--- src/verilog/amp_pkg.sv ---
/*
 Shared constants of the class-D protection and modulation block.
 Assumes a single 250 MHz system clock; all timing counts derive from it.
*/
package amp_pkg;

	// ------------------------------------------------------------------
	// Clock and timing
	// ------------------------------------------------------------------
	localparam int CLK_MHZ = 250;
	localparam int DC_PERSIST_MS = 420;
	localparam int DC_PERSIST_CYC = DC_PERSIST_MS * 1000 * CLK_MHZ;
	localparam int DC_CNT_W = 27;

	// ------------------------------------------------------------------
	// Modulator
	// ------------------------------------------------------------------
	localparam int PWM_W = 8;
	localparam logic [7:0] PWM_MID = 8'h80;
	localparam logic [6:0] OFF_MAX = 7'h7F;
	localparam int AUDIO_W = 12;
	localparam int PROD_W = 19;
	localparam int OUT_SHIFT = 6;
	localparam int PEAK_LIM_SHIFT = 2;

	// ------------------------------------------------------------------
	// Gain selection: linear factors and input-referred DC thresholds
	// ------------------------------------------------------------------
	localparam logic [1:0] GAIN_20DB = 2'h0;
	localparam logic [1:0] GAIN_26DB = 2'h1;
	localparam logic [1:0] GAIN_32DB = 2'h2;
	localparam logic [1:0] GAIN_36DB = 2'h3;
	localparam logic [6:0] GAIN_F_20 = 7'h0A;
	localparam logic [6:0] GAIN_F_26 = 7'h14;
	localparam logic [6:0] GAIN_F_32 = 7'h28;
	localparam logic [6:0] GAIN_F_36 = 7'h3F;
	localparam logic [11:0] DC_THR_20 = 12'h070;
	localparam logic [11:0] DC_THR_26 = 12'h038;
	localparam logic [11:0] DC_THR_32 = 12'h01C;
	localparam logic [11:0] DC_THR_36 = 12'h011;

	// ------------------------------------------------------------------
	// Thermal protection, degrees C
	// ------------------------------------------------------------------
	localparam logic [7:0] TEMP_TRIP_C = 8'h96;
	localparam logic [7:0] TEMP_HYST_C = 8'h0F;

	// ------------------------------------------------------------------
	// Operating states
	// ------------------------------------------------------------------
	typedef enum logic [1:0] {
		ST_SLEEP = 2'b00,
		ST_RUN = 2'b01,
		ST_THERMAL = 2'b10,
		ST_HIZ = 2'b11
	} amp_state_e;

endpackage : amp_pkg

--- src/verilog/amp_pwm_mod.sv ---
/*
 Bridge pulse-width modulator: free-running period counter and duty compare.
 Assumes duty values are held stable by the caller across a period.
*/
module amp_pwm_mod
	import amp_pkg::*;
(
	input wire logic i_clk,
	input wire logic i_rstn,
	input wire logic [PWM_W-1:0] i_pos_duty,
	input wire logic [PWM_W-1:0] i_neg_duty,
	output logic o_pos_raw,
	output logic o_neg_raw,
	output logic o_period_start
);

	logic [PWM_W-1:0] cnt_r;

	// ------------------------------------------------------------------
	// Period counter
	// ------------------------------------------------------------------
	always_ff @(posedge i_clk)
	begin
		if (!i_rstn)
			cnt_r <= '0;
		else
			cnt_r <= cnt_r + 1'b1;
	end

	// Both legs rise together at period start: in phase at zero input
	assign o_pos_raw = (cnt_r < i_pos_duty);
	assign o_neg_raw = (cnt_r < i_neg_duty);
	assign o_period_start = (cnt_r == '0);

endmodule : amp_pwm_mod

--- src/verilog/amp_fault_protect_modulator.sv ---
/*
 Protection and control of a mono filter-free class-D bridge: shutdown,
 DC-offset latch, short-circuit latch, thermal shutdown, PWM and peak limit.
 Assumes all inputs synchronous to I_CLK_SYS; audio is signed mV, temperature
 in degrees C, peak limit a code whose virtual rail is four times its value.
*/
// Behaviour
// - Sleep input low mutes both legs and enters low-current state.
// - Same-polarity imbalance at or beyond threshold longer than 420 ms raises DC fault.
// - DC fault pulls the error output low.
// - DC fault stops amplifying and floats both legs.
// - DC fault latches until bridge supply drops; sleep does not clear it.
// - DC threshold per gain: 112, 56, 28, 17 mV input.
// - Output short pulls the error output low.
// - Short latch floats both legs until cleared.
// - Sleep taken low then high clears the short latch.
// - Die above 150 C enters shutdown with outputs disabled.
// - Thermal fault releases after cooling 15 C, no host action.
// - Thermal shutdown is not reported on the error output.
// - Legs switch rail to rail and in phase at zero input.
// - Positive output: positive leg above half duty, negative leg below.
// - Duty offset capped at four times the peak limit level.
// - Gain select hi,lo: 20, 26, 32, 36 dB.
module amp_fault_protect_modulator
	import amp_pkg::*;
#(
	parameter int DC_PERSIST = DC_PERSIST_CYC
)
(
	input wire logic I_CLK_SYS,
	input wire logic I_RSTN,
	input wire logic I_AMP_SLEEP_N,
	input wire logic I_AMP_LEVEL_SEL_HI,
	input wire logic I_AMP_LEVEL_SEL_LO,
	input wire logic signed [AUDIO_W-1:0] I_AUDIO_IN,
	input wire logic [7:0] I_PEAK_LIMIT_LEVEL,
	input wire logic I_SUPPLY_PRESENT,
	input wire logic I_SHORT_DETECT,
	input wire logic [7:0] I_DIE_TEMP,
	output logic O_POS_BRIDGE_OUT,
	output logic O_POS_BRIDGE_OE,
	output logic O_NEG_BRIDGE_OUT,
	output logic O_NEG_BRIDGE_OE,
	output logic O_ERROR_REPORT_N,
	output logic O_ERROR_REPORT_OE,
	output logic O_LOW_POWER
);

	// ------------------------------------------------------------------
	// Helpers
	// ------------------------------------------------------------------
	function automatic logic [6:0] gain_factor(input logic [1:0] sel);
		case (sel)
			GAIN_20DB: gain_factor = GAIN_F_20;
			GAIN_26DB: gain_factor = GAIN_F_26;
			GAIN_32DB: gain_factor = GAIN_F_32;
			default: gain_factor = GAIN_F_36;
		endcase
	endfunction : gain_factor

	function automatic logic [11:0] dc_threshold(input logic [1:0] sel);
		case (sel)
			GAIN_20DB: dc_threshold = DC_THR_20;
			GAIN_26DB: dc_threshold = DC_THR_26;
			GAIN_32DB: dc_threshold = DC_THR_32;
			default: dc_threshold = DC_THR_36;
		endcase
	endfunction : dc_threshold

	function automatic logic [6:0] min7(input logic [PROD_W-1:0] a, input logic [6:0] b);
		min7 = (a > PROD_W'(b)) ? b : a[6:0];
	endfunction : min7

	logic [1:0] gain_sel;
	logic in_neg;
	logic [AUDIO_W-1:0] in_mag;
	logic [PROD_W-1:0] amp_mag;
	logic [PROD_W-1:0] rail_lim;
	logic [6:0] off;
	logic [PWM_W-1:0] pos_duty_nxt;
	logic [PWM_W-1:0] neg_duty_nxt;
	logic [PWM_W-1:0] pos_duty_r;
	logic [PWM_W-1:0] neg_duty_r;
	logic pos_raw;
	logic neg_raw;
	logic period_start;
	logic over_thr;
	logic pol_r;
	logic [DC_CNT_W-1:0] dc_cnt_r;
	logic dc_fault_r;
	logic short_r;
	logic thermal_r;
	logic fault_any;
	amp_state_e state_r;
	amp_state_e state_nxt;

	// ------------------------------------------------------------------
	// Gain, limit and duty
	// ------------------------------------------------------------------
	assign gain_sel = {I_AMP_LEVEL_SEL_HI, I_AMP_LEVEL_SEL_LO};
	assign in_neg = I_AUDIO_IN[AUDIO_W-1];
	assign in_mag = in_neg ? AUDIO_W'(-I_AUDIO_IN) : AUDIO_W'(I_AUDIO_IN);
	assign amp_mag = (PROD_W'(in_mag) * PROD_W'(gain_factor(gain_sel))) >> OUT_SHIFT;
	assign rail_lim = PROD_W'(I_PEAK_LIMIT_LEVEL) << PEAK_LIM_SHIFT;
	assign off = min7(amp_mag, min7(rail_lim, OFF_MAX));

	always_comb
	begin
		if (in_neg)
		begin
			pos_duty_nxt = PWM_MID - PWM_W'(off);
			neg_duty_nxt = PWM_MID + PWM_W'(off);
		end
		else
		begin
			pos_duty_nxt = PWM_MID + PWM_W'(off);
			neg_duty_nxt = PWM_MID - PWM_W'(off);
		end
	end

	// Duty only changes at a period boundary to avoid runt pulses
	always_ff @(posedge I_CLK_SYS)
	begin
		if (!I_RSTN)
		begin
			pos_duty_r <= PWM_MID;
			neg_duty_r <= PWM_MID;
		end
		else if (period_start)
		begin
			pos_duty_r <= pos_duty_nxt;
			neg_duty_r <= neg_duty_nxt;
		end
	end

	amp_pwm_mod u_pwm (
		.i_clk(I_CLK_SYS),
		.i_rstn(I_RSTN),
		.i_pos_duty(pos_duty_r),
		.i_neg_duty(neg_duty_r),
		.o_pos_raw(pos_raw),
		.o_neg_raw(neg_raw),
		.o_period_start(period_start)
	);

	// ------------------------------------------------------------------
	// DC-offset detection
	// ------------------------------------------------------------------
	assign over_thr = (in_mag >= dc_threshold(gain_sel));

	always_ff @(posedge I_CLK_SYS)
	begin
		if (!I_RSTN)
		begin
			dc_cnt_r <= '0;
			pol_r <= 1'b0;
		end
		else if (state_r != ST_RUN || !over_thr || in_neg != pol_r)
		begin
			dc_cnt_r <= '0;
			pol_r <= in_neg;
		end
		else if (dc_cnt_r != DC_CNT_W'(DC_PERSIST))
			dc_cnt_r <= dc_cnt_r + 1'b1;
	end

	// Only a supply drop clears it
	always_ff @(posedge I_CLK_SYS)
	begin
		if (!I_RSTN)
			dc_fault_r <= 1'b0;
		else if (state_r == ST_RUN && over_thr && in_neg == pol_r &&
			dc_cnt_r == DC_CNT_W'(DC_PERSIST))
			dc_fault_r <= 1'b1;
		else if (!I_SUPPLY_PRESENT)
			dc_fault_r <= 1'b0;
	end

	// ------------------------------------------------------------------
	// Short-circuit latch and thermal hysteresis
	// ------------------------------------------------------------------
	always_ff @(posedge I_CLK_SYS)
	begin
		if (!I_RSTN)
			short_r <= 1'b0;
		else if (I_SHORT_DETECT && state_r == ST_RUN)
			short_r <= 1'b1;
		else if (!I_AMP_SLEEP_N)
			short_r <= 1'b0;
	end

	always_ff @(posedge I_CLK_SYS)
	begin
		if (!I_RSTN)
			thermal_r <= 1'b0;
		else if (I_DIE_TEMP > TEMP_TRIP_C)
			thermal_r <= 1'b1;
		else if (I_DIE_TEMP <= TEMP_TRIP_C - TEMP_HYST_C)
			thermal_r <= 1'b0;
	end

	// ------------------------------------------------------------------
	// Operating state
	// ------------------------------------------------------------------
	assign fault_any = dc_fault_r | short_r;

	always_comb
	begin
		if (fault_any || !I_SUPPLY_PRESENT)
			state_nxt = ST_HIZ;
		else if (thermal_r)
			state_nxt = ST_THERMAL;
		else if (!I_AMP_SLEEP_N)
			state_nxt = ST_SLEEP;
		else
			state_nxt = ST_RUN;
	end

	always_ff @(posedge I_CLK_SYS)
	begin
		if (!I_RSTN)
			state_r <= ST_SLEEP;
		else
			state_r <= state_nxt;
	end

	// ------------------------------------------------------------------
	// Registered pins
	// ------------------------------------------------------------------
	always_ff @(posedge I_CLK_SYS)
	begin
		if (!I_RSTN)
		begin
			O_POS_BRIDGE_OUT <= 1'b0;
			O_NEG_BRIDGE_OUT <= 1'b0;
			O_POS_BRIDGE_OE <= 1'b0;
			O_NEG_BRIDGE_OE <= 1'b0;
			O_LOW_POWER <= 1'b1;
		end
		else
		begin
			case (state_r)
				ST_RUN:
				begin
					O_POS_BRIDGE_OUT <= pos_raw;
					O_NEG_BRIDGE_OUT <= neg_raw;
					O_POS_BRIDGE_OE <= 1'b1;
					O_NEG_BRIDGE_OE <= 1'b1;
					O_LOW_POWER <= 1'b0;
				end
				ST_SLEEP:
				begin
					O_POS_BRIDGE_OUT <= 1'b0;
					O_NEG_BRIDGE_OUT <= 1'b0;
					O_POS_BRIDGE_OE <= 1'b1;
					O_NEG_BRIDGE_OE <= 1'b1;
					O_LOW_POWER <= 1'b1;
				end
				default:
				begin
					O_POS_BRIDGE_OUT <= 1'b0;
					O_NEG_BRIDGE_OUT <= 1'b0;
					O_POS_BRIDGE_OE <= 1'b0;
					O_NEG_BRIDGE_OE <= 1'b0;
					O_LOW_POWER <= 1'b1;
				end
			endcase
		end
	end

	// Open-drain fault pin, thermal excluded
	always_ff @(posedge I_CLK_SYS)
	begin
		if (!I_RSTN)
		begin
			O_ERROR_REPORT_N <= 1'b1;
			O_ERROR_REPORT_OE <= 1'b0;
		end
		else
		begin
			O_ERROR_REPORT_N <= ~fault_any;
			O_ERROR_REPORT_OE <= fault_any;
		end
	end

endmodule : amp_fault_protect_modulator

--- config.mk ---
export PLATFORM = sky130hd
export DESIGN_NAME = amp_fault_protect_modulator
export DESIGN_NICKNAME = d
export VERILOG_FILES = /design/src/verilog/amp_pkg.sv /design/src/verilog/amp_pwm_mod.sv /design/src/verilog/amp_fault_protect_modulator.sv
export SDC_FILE = /design/constraint.sdc
export NUM_CORES = 1
export LEC_CHECK = 0
export BUFFER_PORTS_ARGS = -buffer_cell sky130_fd_sc_hd__buf_4
export CORE_ASPECT_RATIO = 1.2
export CORE_MARGIN = 10
export CORE_UTILIZATION = 30
export DETAILED_ROUTE_END_ITERATION = 10
export HOLD_SLACK_MARGIN = 0.03
export MAX_ROUTING_LAYER = met4
export PLACE_DENSITY = 0.53
export SKIP_CTS_REPAIR_TIMING = 1
export SLEW_MARGIN = 20
export SYNTH_ARGS = -nofsm -noshare
export SYNTH_HDL_FRONTEND = slang
export SYNTH_SLANG_ARGS = --single-unit
--- constraint.sdc ---
create_clock -name I_CLK_SYS -period 17.17 [get_ports I_CLK_SYS]
set_input_delay 4.2925 -clock I_CLK_SYS [delete_from_list [all_inputs] [get_ports I_CLK_SYS]]
set_output_delay 4.2925 -clock I_CLK_SYS [all_outputs]
set_load 0.01 [all_outputs]
## Yosys cells after proc, flatten, opt, wreduce, memory -nomap -nowiden

Index checks and enable logic that the tools add are counted.

| operators by class | value |
|---|---|
| reduce and logical (&&, ||, !) cells | 16 |
| equal/unequal tests | 10 |
| add/subtract/negate cells | 5 |
| $lt $le $gt $ge | 7 |
| mux-type cells | 18 |
| bitwise logic cells | 3 |
| multipliers | 1 |

Operators by type and width:

| operator | count |
|---|---|
| adder 27 x 1 -> 27 bit (second input constant) | 1 |
| == test 27 bit (second input constant) | 1 |
| != test 27 bit (second input constant) | 1 |
| case mux 7 bit (3 select lines) | 1 |
| multiplier 12 x 7 -> 19 bit | 1 |
| case mux 6 bit (3 select lines) | 1 |
| < comparator 8 bit | 2 |
| 2-to-1 mux 8 bit | 2 |
| 2-to-1 mux 7 bit | 2 |
| greater-than comparator 13 x 7 -> 1 bit | 1 |
| greater-or-equal comparator 12 bit | 1 |
| 2-to-1 mux 12 bit | 1 |
| negator 12 bit | 1 |
| greater-than comparator 10 x 7 -> 1 bit (second input constant) | 1 |
| 2-to-1 mux 1 bit | 9 |
| adder 8 x 1 -> 8 bit (second input constant) | 1 |
| adder 8 x 7 -> 8 bit (first input constant) | 1 |
| greater-than comparator 8 bit (second input constant) | 1 |
| <= comparator 8 bit (second input constant) | 1 |
| logical NOT 8 bit | 1 |
| subtractor 8 x 7 -> 8 bit (first input constant) | 1 |
| != test 2 x 1 -> 1 bit (second input constant) | 3 |
| == test 2 x 1 -> 1 bit (second input constant) | 2 |
| logical AND 1 bit | 4 |
| other kinds (12) | 19 |

| word-level totals | value |
|---|---|
| bits of input ports | 35 |
| word-level logic and storage cells | 75 |
| flip-flop bits (word level) | 63 |
| output and inout port bits | 7 |

## Depth between registers and ports, before layout

| depth | value |
|---|---|
| word-level depth | 7 |
| mapped depth | 36 |
| gate-level depth less buffers | 34 |

## Hierarchy

A second synthesis with hierarchy kept.

| second synthesis, totals | value |
|---|---|
| cells, all modules | 771 |
| area, all modules | 6172.2 um2 |

By module, submodules not included:

| module | instances | sequential area each (um2) | area an instance (um2) | cells each |
|---|---|---|---|---|
| amp_fault_protect_modulator | 1 | 1081.0 | 5461.5 | 681 |
| amp_pwm_mod | 1 | 160.2 | 710.7 | 90 |

## Worst setup path after synthesis

OpenSTA, ideal clock, no wires.

| timing | value |
|---|---|
| path kind | in2reg |
| start point | in I_AUDIO_IN[0] |
| end point | reg neg_duty_r[6] |
| data arrival time | 11.283 ns |
| path buffers | 2 |
| stages on the path | 34 |
| library setup time | 0.074 ns |
| path slack | 5.812 ns |
| data required time | 17.096 ns |
| cell sequence | inv_1 -> ha_1 -> nand2_1 -> o31ai_1 -> xor2_1 -> nor2_1 -> fa_1 -> fa_1 -> inv_1 -> fa_1 -> inv_1 -> ha_1 -> clkbuf_1 -> a21oi_1 -> o21ai_0 -> a41oi_1 -> o21ai_0 -> a21oi_1 -> xnor2_1 -> ha_1 -> a211oi_1 -> o21ai_0 -> a21oi_1 -> o221ai_1 -> a2111oi_4 -> nand3_4 -> buf_6 -> mux2_2 -> inv_1 -> ha_1 -> nand2_1 -> or3_4 -> a31o_1 -> a31oi_1 |

| between the ends | value |
|---|---|
| cells in the longest elaborated chain, start to end | 7 |
| elaborated cells between the ends (all ways) | 8 |
| classes of those cells | add/sub (3); mul (1); order compare (1); mux (3) |

Ends and longest elaborated chain:

| what | line | RTL |
|---|---|---|
| from (decl) | amp_fault_protect_modulator.sv:35 | `input wire logic signed [AUDIO_W-1:0] I_AUDIO_IN,` |
| negator 12 bit | amp_fault_protect_modulator.sv:102 | `assign in_mag = in_neg ? AUDIO_W'(-I_AUDIO_IN) : AUDIO_W'(I_AUDIO_IN);` |
| 2-to-1 mux 12 bit * | amp_fault_protect_modulator.sv:102 |  |
| multiplier 12 x 7 -> 19 bit * | amp_fault_protect_modulator.sv:103 | `assign amp_mag = (PROD_W'(in_mag) * PROD_W'(gain_factor(gain_sel))) >> OUT_SHIFT;` |
| greater-than comparator 13 x 7 -> 1 bit | amp_fault_protect_modulator.sv:71 | `min7 = (a > PROD_W'(b)) ? b : a[6:0];` |
| 2-to-1 mux 7 bit * | amp_fault_protect_modulator.sv:71 |  |
| subtractor 8 x 7 -> 8 bit or adder 8 x 7 -> 8 bit (tied branches) | amp_fault_protect_modulator.sv:117, amp_fault_protect_modulator.sv:112 |  |
| 2-to-1 mux 8 bit * | amp_fault_protect_modulator.sv:109 | `if (in_neg)` |
| to (signal assigned) | amp_fault_protect_modulator.sv:132 | `neg_duty_r <= neg_duty_nxt;` |
| to (decl) | amp_fault_protect_modulator.sv:83 | `logic [PWM_W-1:0] neg_duty_r;` |

Every way passes the cells marked *; elsewhere a longest branch is shown, timed or not.
A chain may end at the register's enable or synchronous reset.

## Worst setup path after layout

Same ends and word-level chain as after synthesis.

==> results.py <==
metrics = {
    "clocking": {
        "ctsLongestPathBuffers": 2,
        "cts.sinks": 62,
        "clkLatencyLatePin_ns": 0.32,
        "cts_max_level": 3,
        "clockRootBuffer": "clkbuf_16",
        "clk_pin_slew_ns": 0.05,
        "cts-buffers-inserted": 9,
        "tritoncts": "done",
    },
    "logic_synthesis": {
        "synth.avg_cell_area_sq_um": 8.27,
        "ys.warnings.count": 0,
        "synthFlopType": "dfxtp_1",
        "postSynth.asyncResetShare_pct": 0,
        "seq_area_frac_synth_pct": 20.1,
        "ys_ff_latch": 62,
        "number_of_flops_mapped_to_enable_cells_by_yosys": 0,
        "synth_nets": 883,
        "synth_cells": 745,
        "post_synth_cell_types": 65,
        "synth_area_sq_um": 6160,
    },
    "detailed_routing": {
        "routed_wl_um": 14200,
        "route.detailed.drc": 0,
        "routed_len_inst_um": 13.6,
        "drt_first_iter_violations": 220,
        "vias_per_cell": 4.85,
        "drtPass1Iterations": 4,
        "routed-via-count": 5060,
        "route.antenna.remaining_nets": 0,
    },
    "setup_path": {
        "worst_path_largest_cell_delay_ns": 0.55,
        "timing.setup.critical_path_class": "in2reg",
        "worstPathMaxFanout": 16,
        "critPathArrivalTime_ns": 12.46,
        "critical_path_cell_with_the_highest_stage_delay": "fa_1",
        "worst_setup_path_start_kind": "input pin",
        "r2r_slack_ns": 14.68,
        "timing.reg2reg.worst_path_depth": 8,
        "cp.required_ns": 17.41,
        "worstSetupEndpointType": "flop",
    },
    "sta": {
        "slew-limit-headroom_pct": 37.1,
        "worst_hold_slack_ns": 0.392,
        "report.final.setup_viol": 0,
        "setup_total_negative_slack_ns": 0,
        "finalHoldViolations": 0,
        "maxSlewViolCount": 0,
        "time_the_final_worst_path_needs_with_i_o_delays_and_setup_ns": 12.21,
        "grt_setup_unrepaired": "false",
        "period_share_pct": 71.1,
        "final.setup_skew_ns": 0.00619,
        "max_freq_mhz": 81.9,
        "worst_pin_slew_ns": 0.934,
    },
    "job": {
        "max_cap_violations": 0,
    },
    "layout": {
        "nNetsFinal": 912,
        "design_area_sq_um": 6980,
        "ff_latch_area_sq_um": 1240,
        "antenna_cells": 0,
        "area.growth.synth_to_final_pct": 13.2,
        "multi_input_area_sq_um": 4430,
        "final_layout_size_suffix_gt1_share_pct": 10.4,
        "layout.cells.most_common_list": "nor2_1 (103), inv_1 (102), ha_1 (69)",
        "fillers": 2178,
        "final_common_cell": "nor2_1",
    },
    "worst_hold_path": {
        "worstHoldPathType": "reg2reg",
        "holdPathStages": 1,
    },
    "power_and_ir_drop": {
        "post_route_total_power_mw": 0.932,
        "leakage_nw": 3.23,
        "ir_drop_mv": 0.0636,
        "power_per_standard_cell_area_nw_per_um2": 134,
    },
    "placed_design": {
        "global_placement_routability_congestion": 0.808,
        "place_area_sq_um": 6710,
        "io_buffer_count": 41,
        "post-dp-hpwl_um": 11600,
    },
    "grt": {
        "global_route.overflow_total": 0,
        "track_usage_pct": 11.5,
        "antenna_violations_before_repair": 0,
        "grt_start_max_net_pins": 29,
        "first_global_vias": 5232,
        "global_route_wire_length_before_repair_um": 24900,
    },
    "floorplanning": {
        "dieArea_sq_um": 26700,
        "core_rows": 57,
        "pin_count": 42,
        "die_width_um": 151,
        "chipHeight_um": 177,
        "core_region_area_sq_um": 20300,
        "initial_core_util_pct": 30.4,
    },
    "outcome": {
        "run_status": "complete, no violations",
    },
}
==> where the power goes <==
part | total [mW] | switching [mW] | internal, mW
registers | 0.165 | 0.00700 | 0.158
clock network | 0.161 | 0.0608 | 0.101
logic | 0.605 | 0.352 | 0.253
==> worst max-delay path, delay by kind of cell <==
| family | cells | cell delay [ns] |
|---|---|---|
| muxes | 1 | 0.39 |
| adders and majority gates | 7 | 2.72 |
| buffers and inverters | 5 | 0.45 |
| and+or+nand+nor | 5 | 0.99 |
| xor gates and xnor gates | 2 | 0.70 |
| AOI/OAI and AO/OA | 13 | 2.92 |
==> cells by family after synthesis <==
group / count (synthesis) / share of synthesized area, %
DFF: 62 / 20.1
AOI/OAI and AO/OA: 123 / 14.2
xor gates and xnor gates: 60 / 8.53
muxes: 16 / 3.76
buffers and inverters: 127 / 8.04
and+or+nand+nor: 254 / 20.3
adders and majority gates: 103 / 25.1
==> flip-flops by register name, indices dropped and copies added, names as in the netlist, 2 cells and up <==
| register | flops |
|---|---|
| dc_cnt_r | 27 |
| state_r | 2 |
| pos_duty_r | 8 |
| neg_duty_r | 7 |
| u_pwm.cnt_r | 8 |
==> final cells by class <==
class	count	share of cell area (%)
Multi-Input combinational cell	556	63.5
Sequential cell	62	17.8
Inverter	103	5.54
Tap cell	265	4.75
Timing Repair Buffer	42	4.52
Clock buffer	12	3.53
Clock inverter	4	0.323
==> final timing paths <==
check                                    start         endpoint
worst max-delay path             I_AUDIO_IN[0]    neg_duty_r[6]
worst min-delay path                state_r[1]  O_NEG_BRIDGE_OE
worst max register to register  u_pwm.cnt_r[1]    neg_duty_r[7]
worst min register to register      state_r[1]  O_NEG_BRIDGE_OE
==> metrics by stage <==
step	instances	utilization, %	setup slack (ns)
after CTS	1044	34.4	5.00
final	1044	34.4	4.96
after global routing	1044	34.4	4.29
after detailed placement	1028	33.1	4.67
after global placement	1028	33.1	4.73
after floorplan	745	-	5.81
==> synth_stat cells (12+ instances only) <==
cell type / count / area (sq um)
clkbuf_1: 19 / 71.3
a21oi_1: 24 / 120
and3_1: 13 / 81.3
o21ai_0: 27 / 135
inv_1: 102 / 383
nand2_1: 35 / 131
ha_1: 69 / 863
nand4_1: 12 / 75.1
a21o_1: 16 / 120
xor2_1: 33 / 289
nor2_1: 103 / 387
dfxtp_1: 62 / 1240
nand3_1: 27 / 135
xnor2_1: 27 / 236
fa_1: 34 / 681
==> per-layer routing <==
metal	vias to the layer above	GRT usage [%]	part of all wire, %
met3	15	1.53	2.5
met2	68	19.4	49
met5	-	-	0
met4	0	3.21	1.5
li1	2583	-	-
met1	2394	14.0	47
Note: power is estimated with default switching activity, not from simulation.
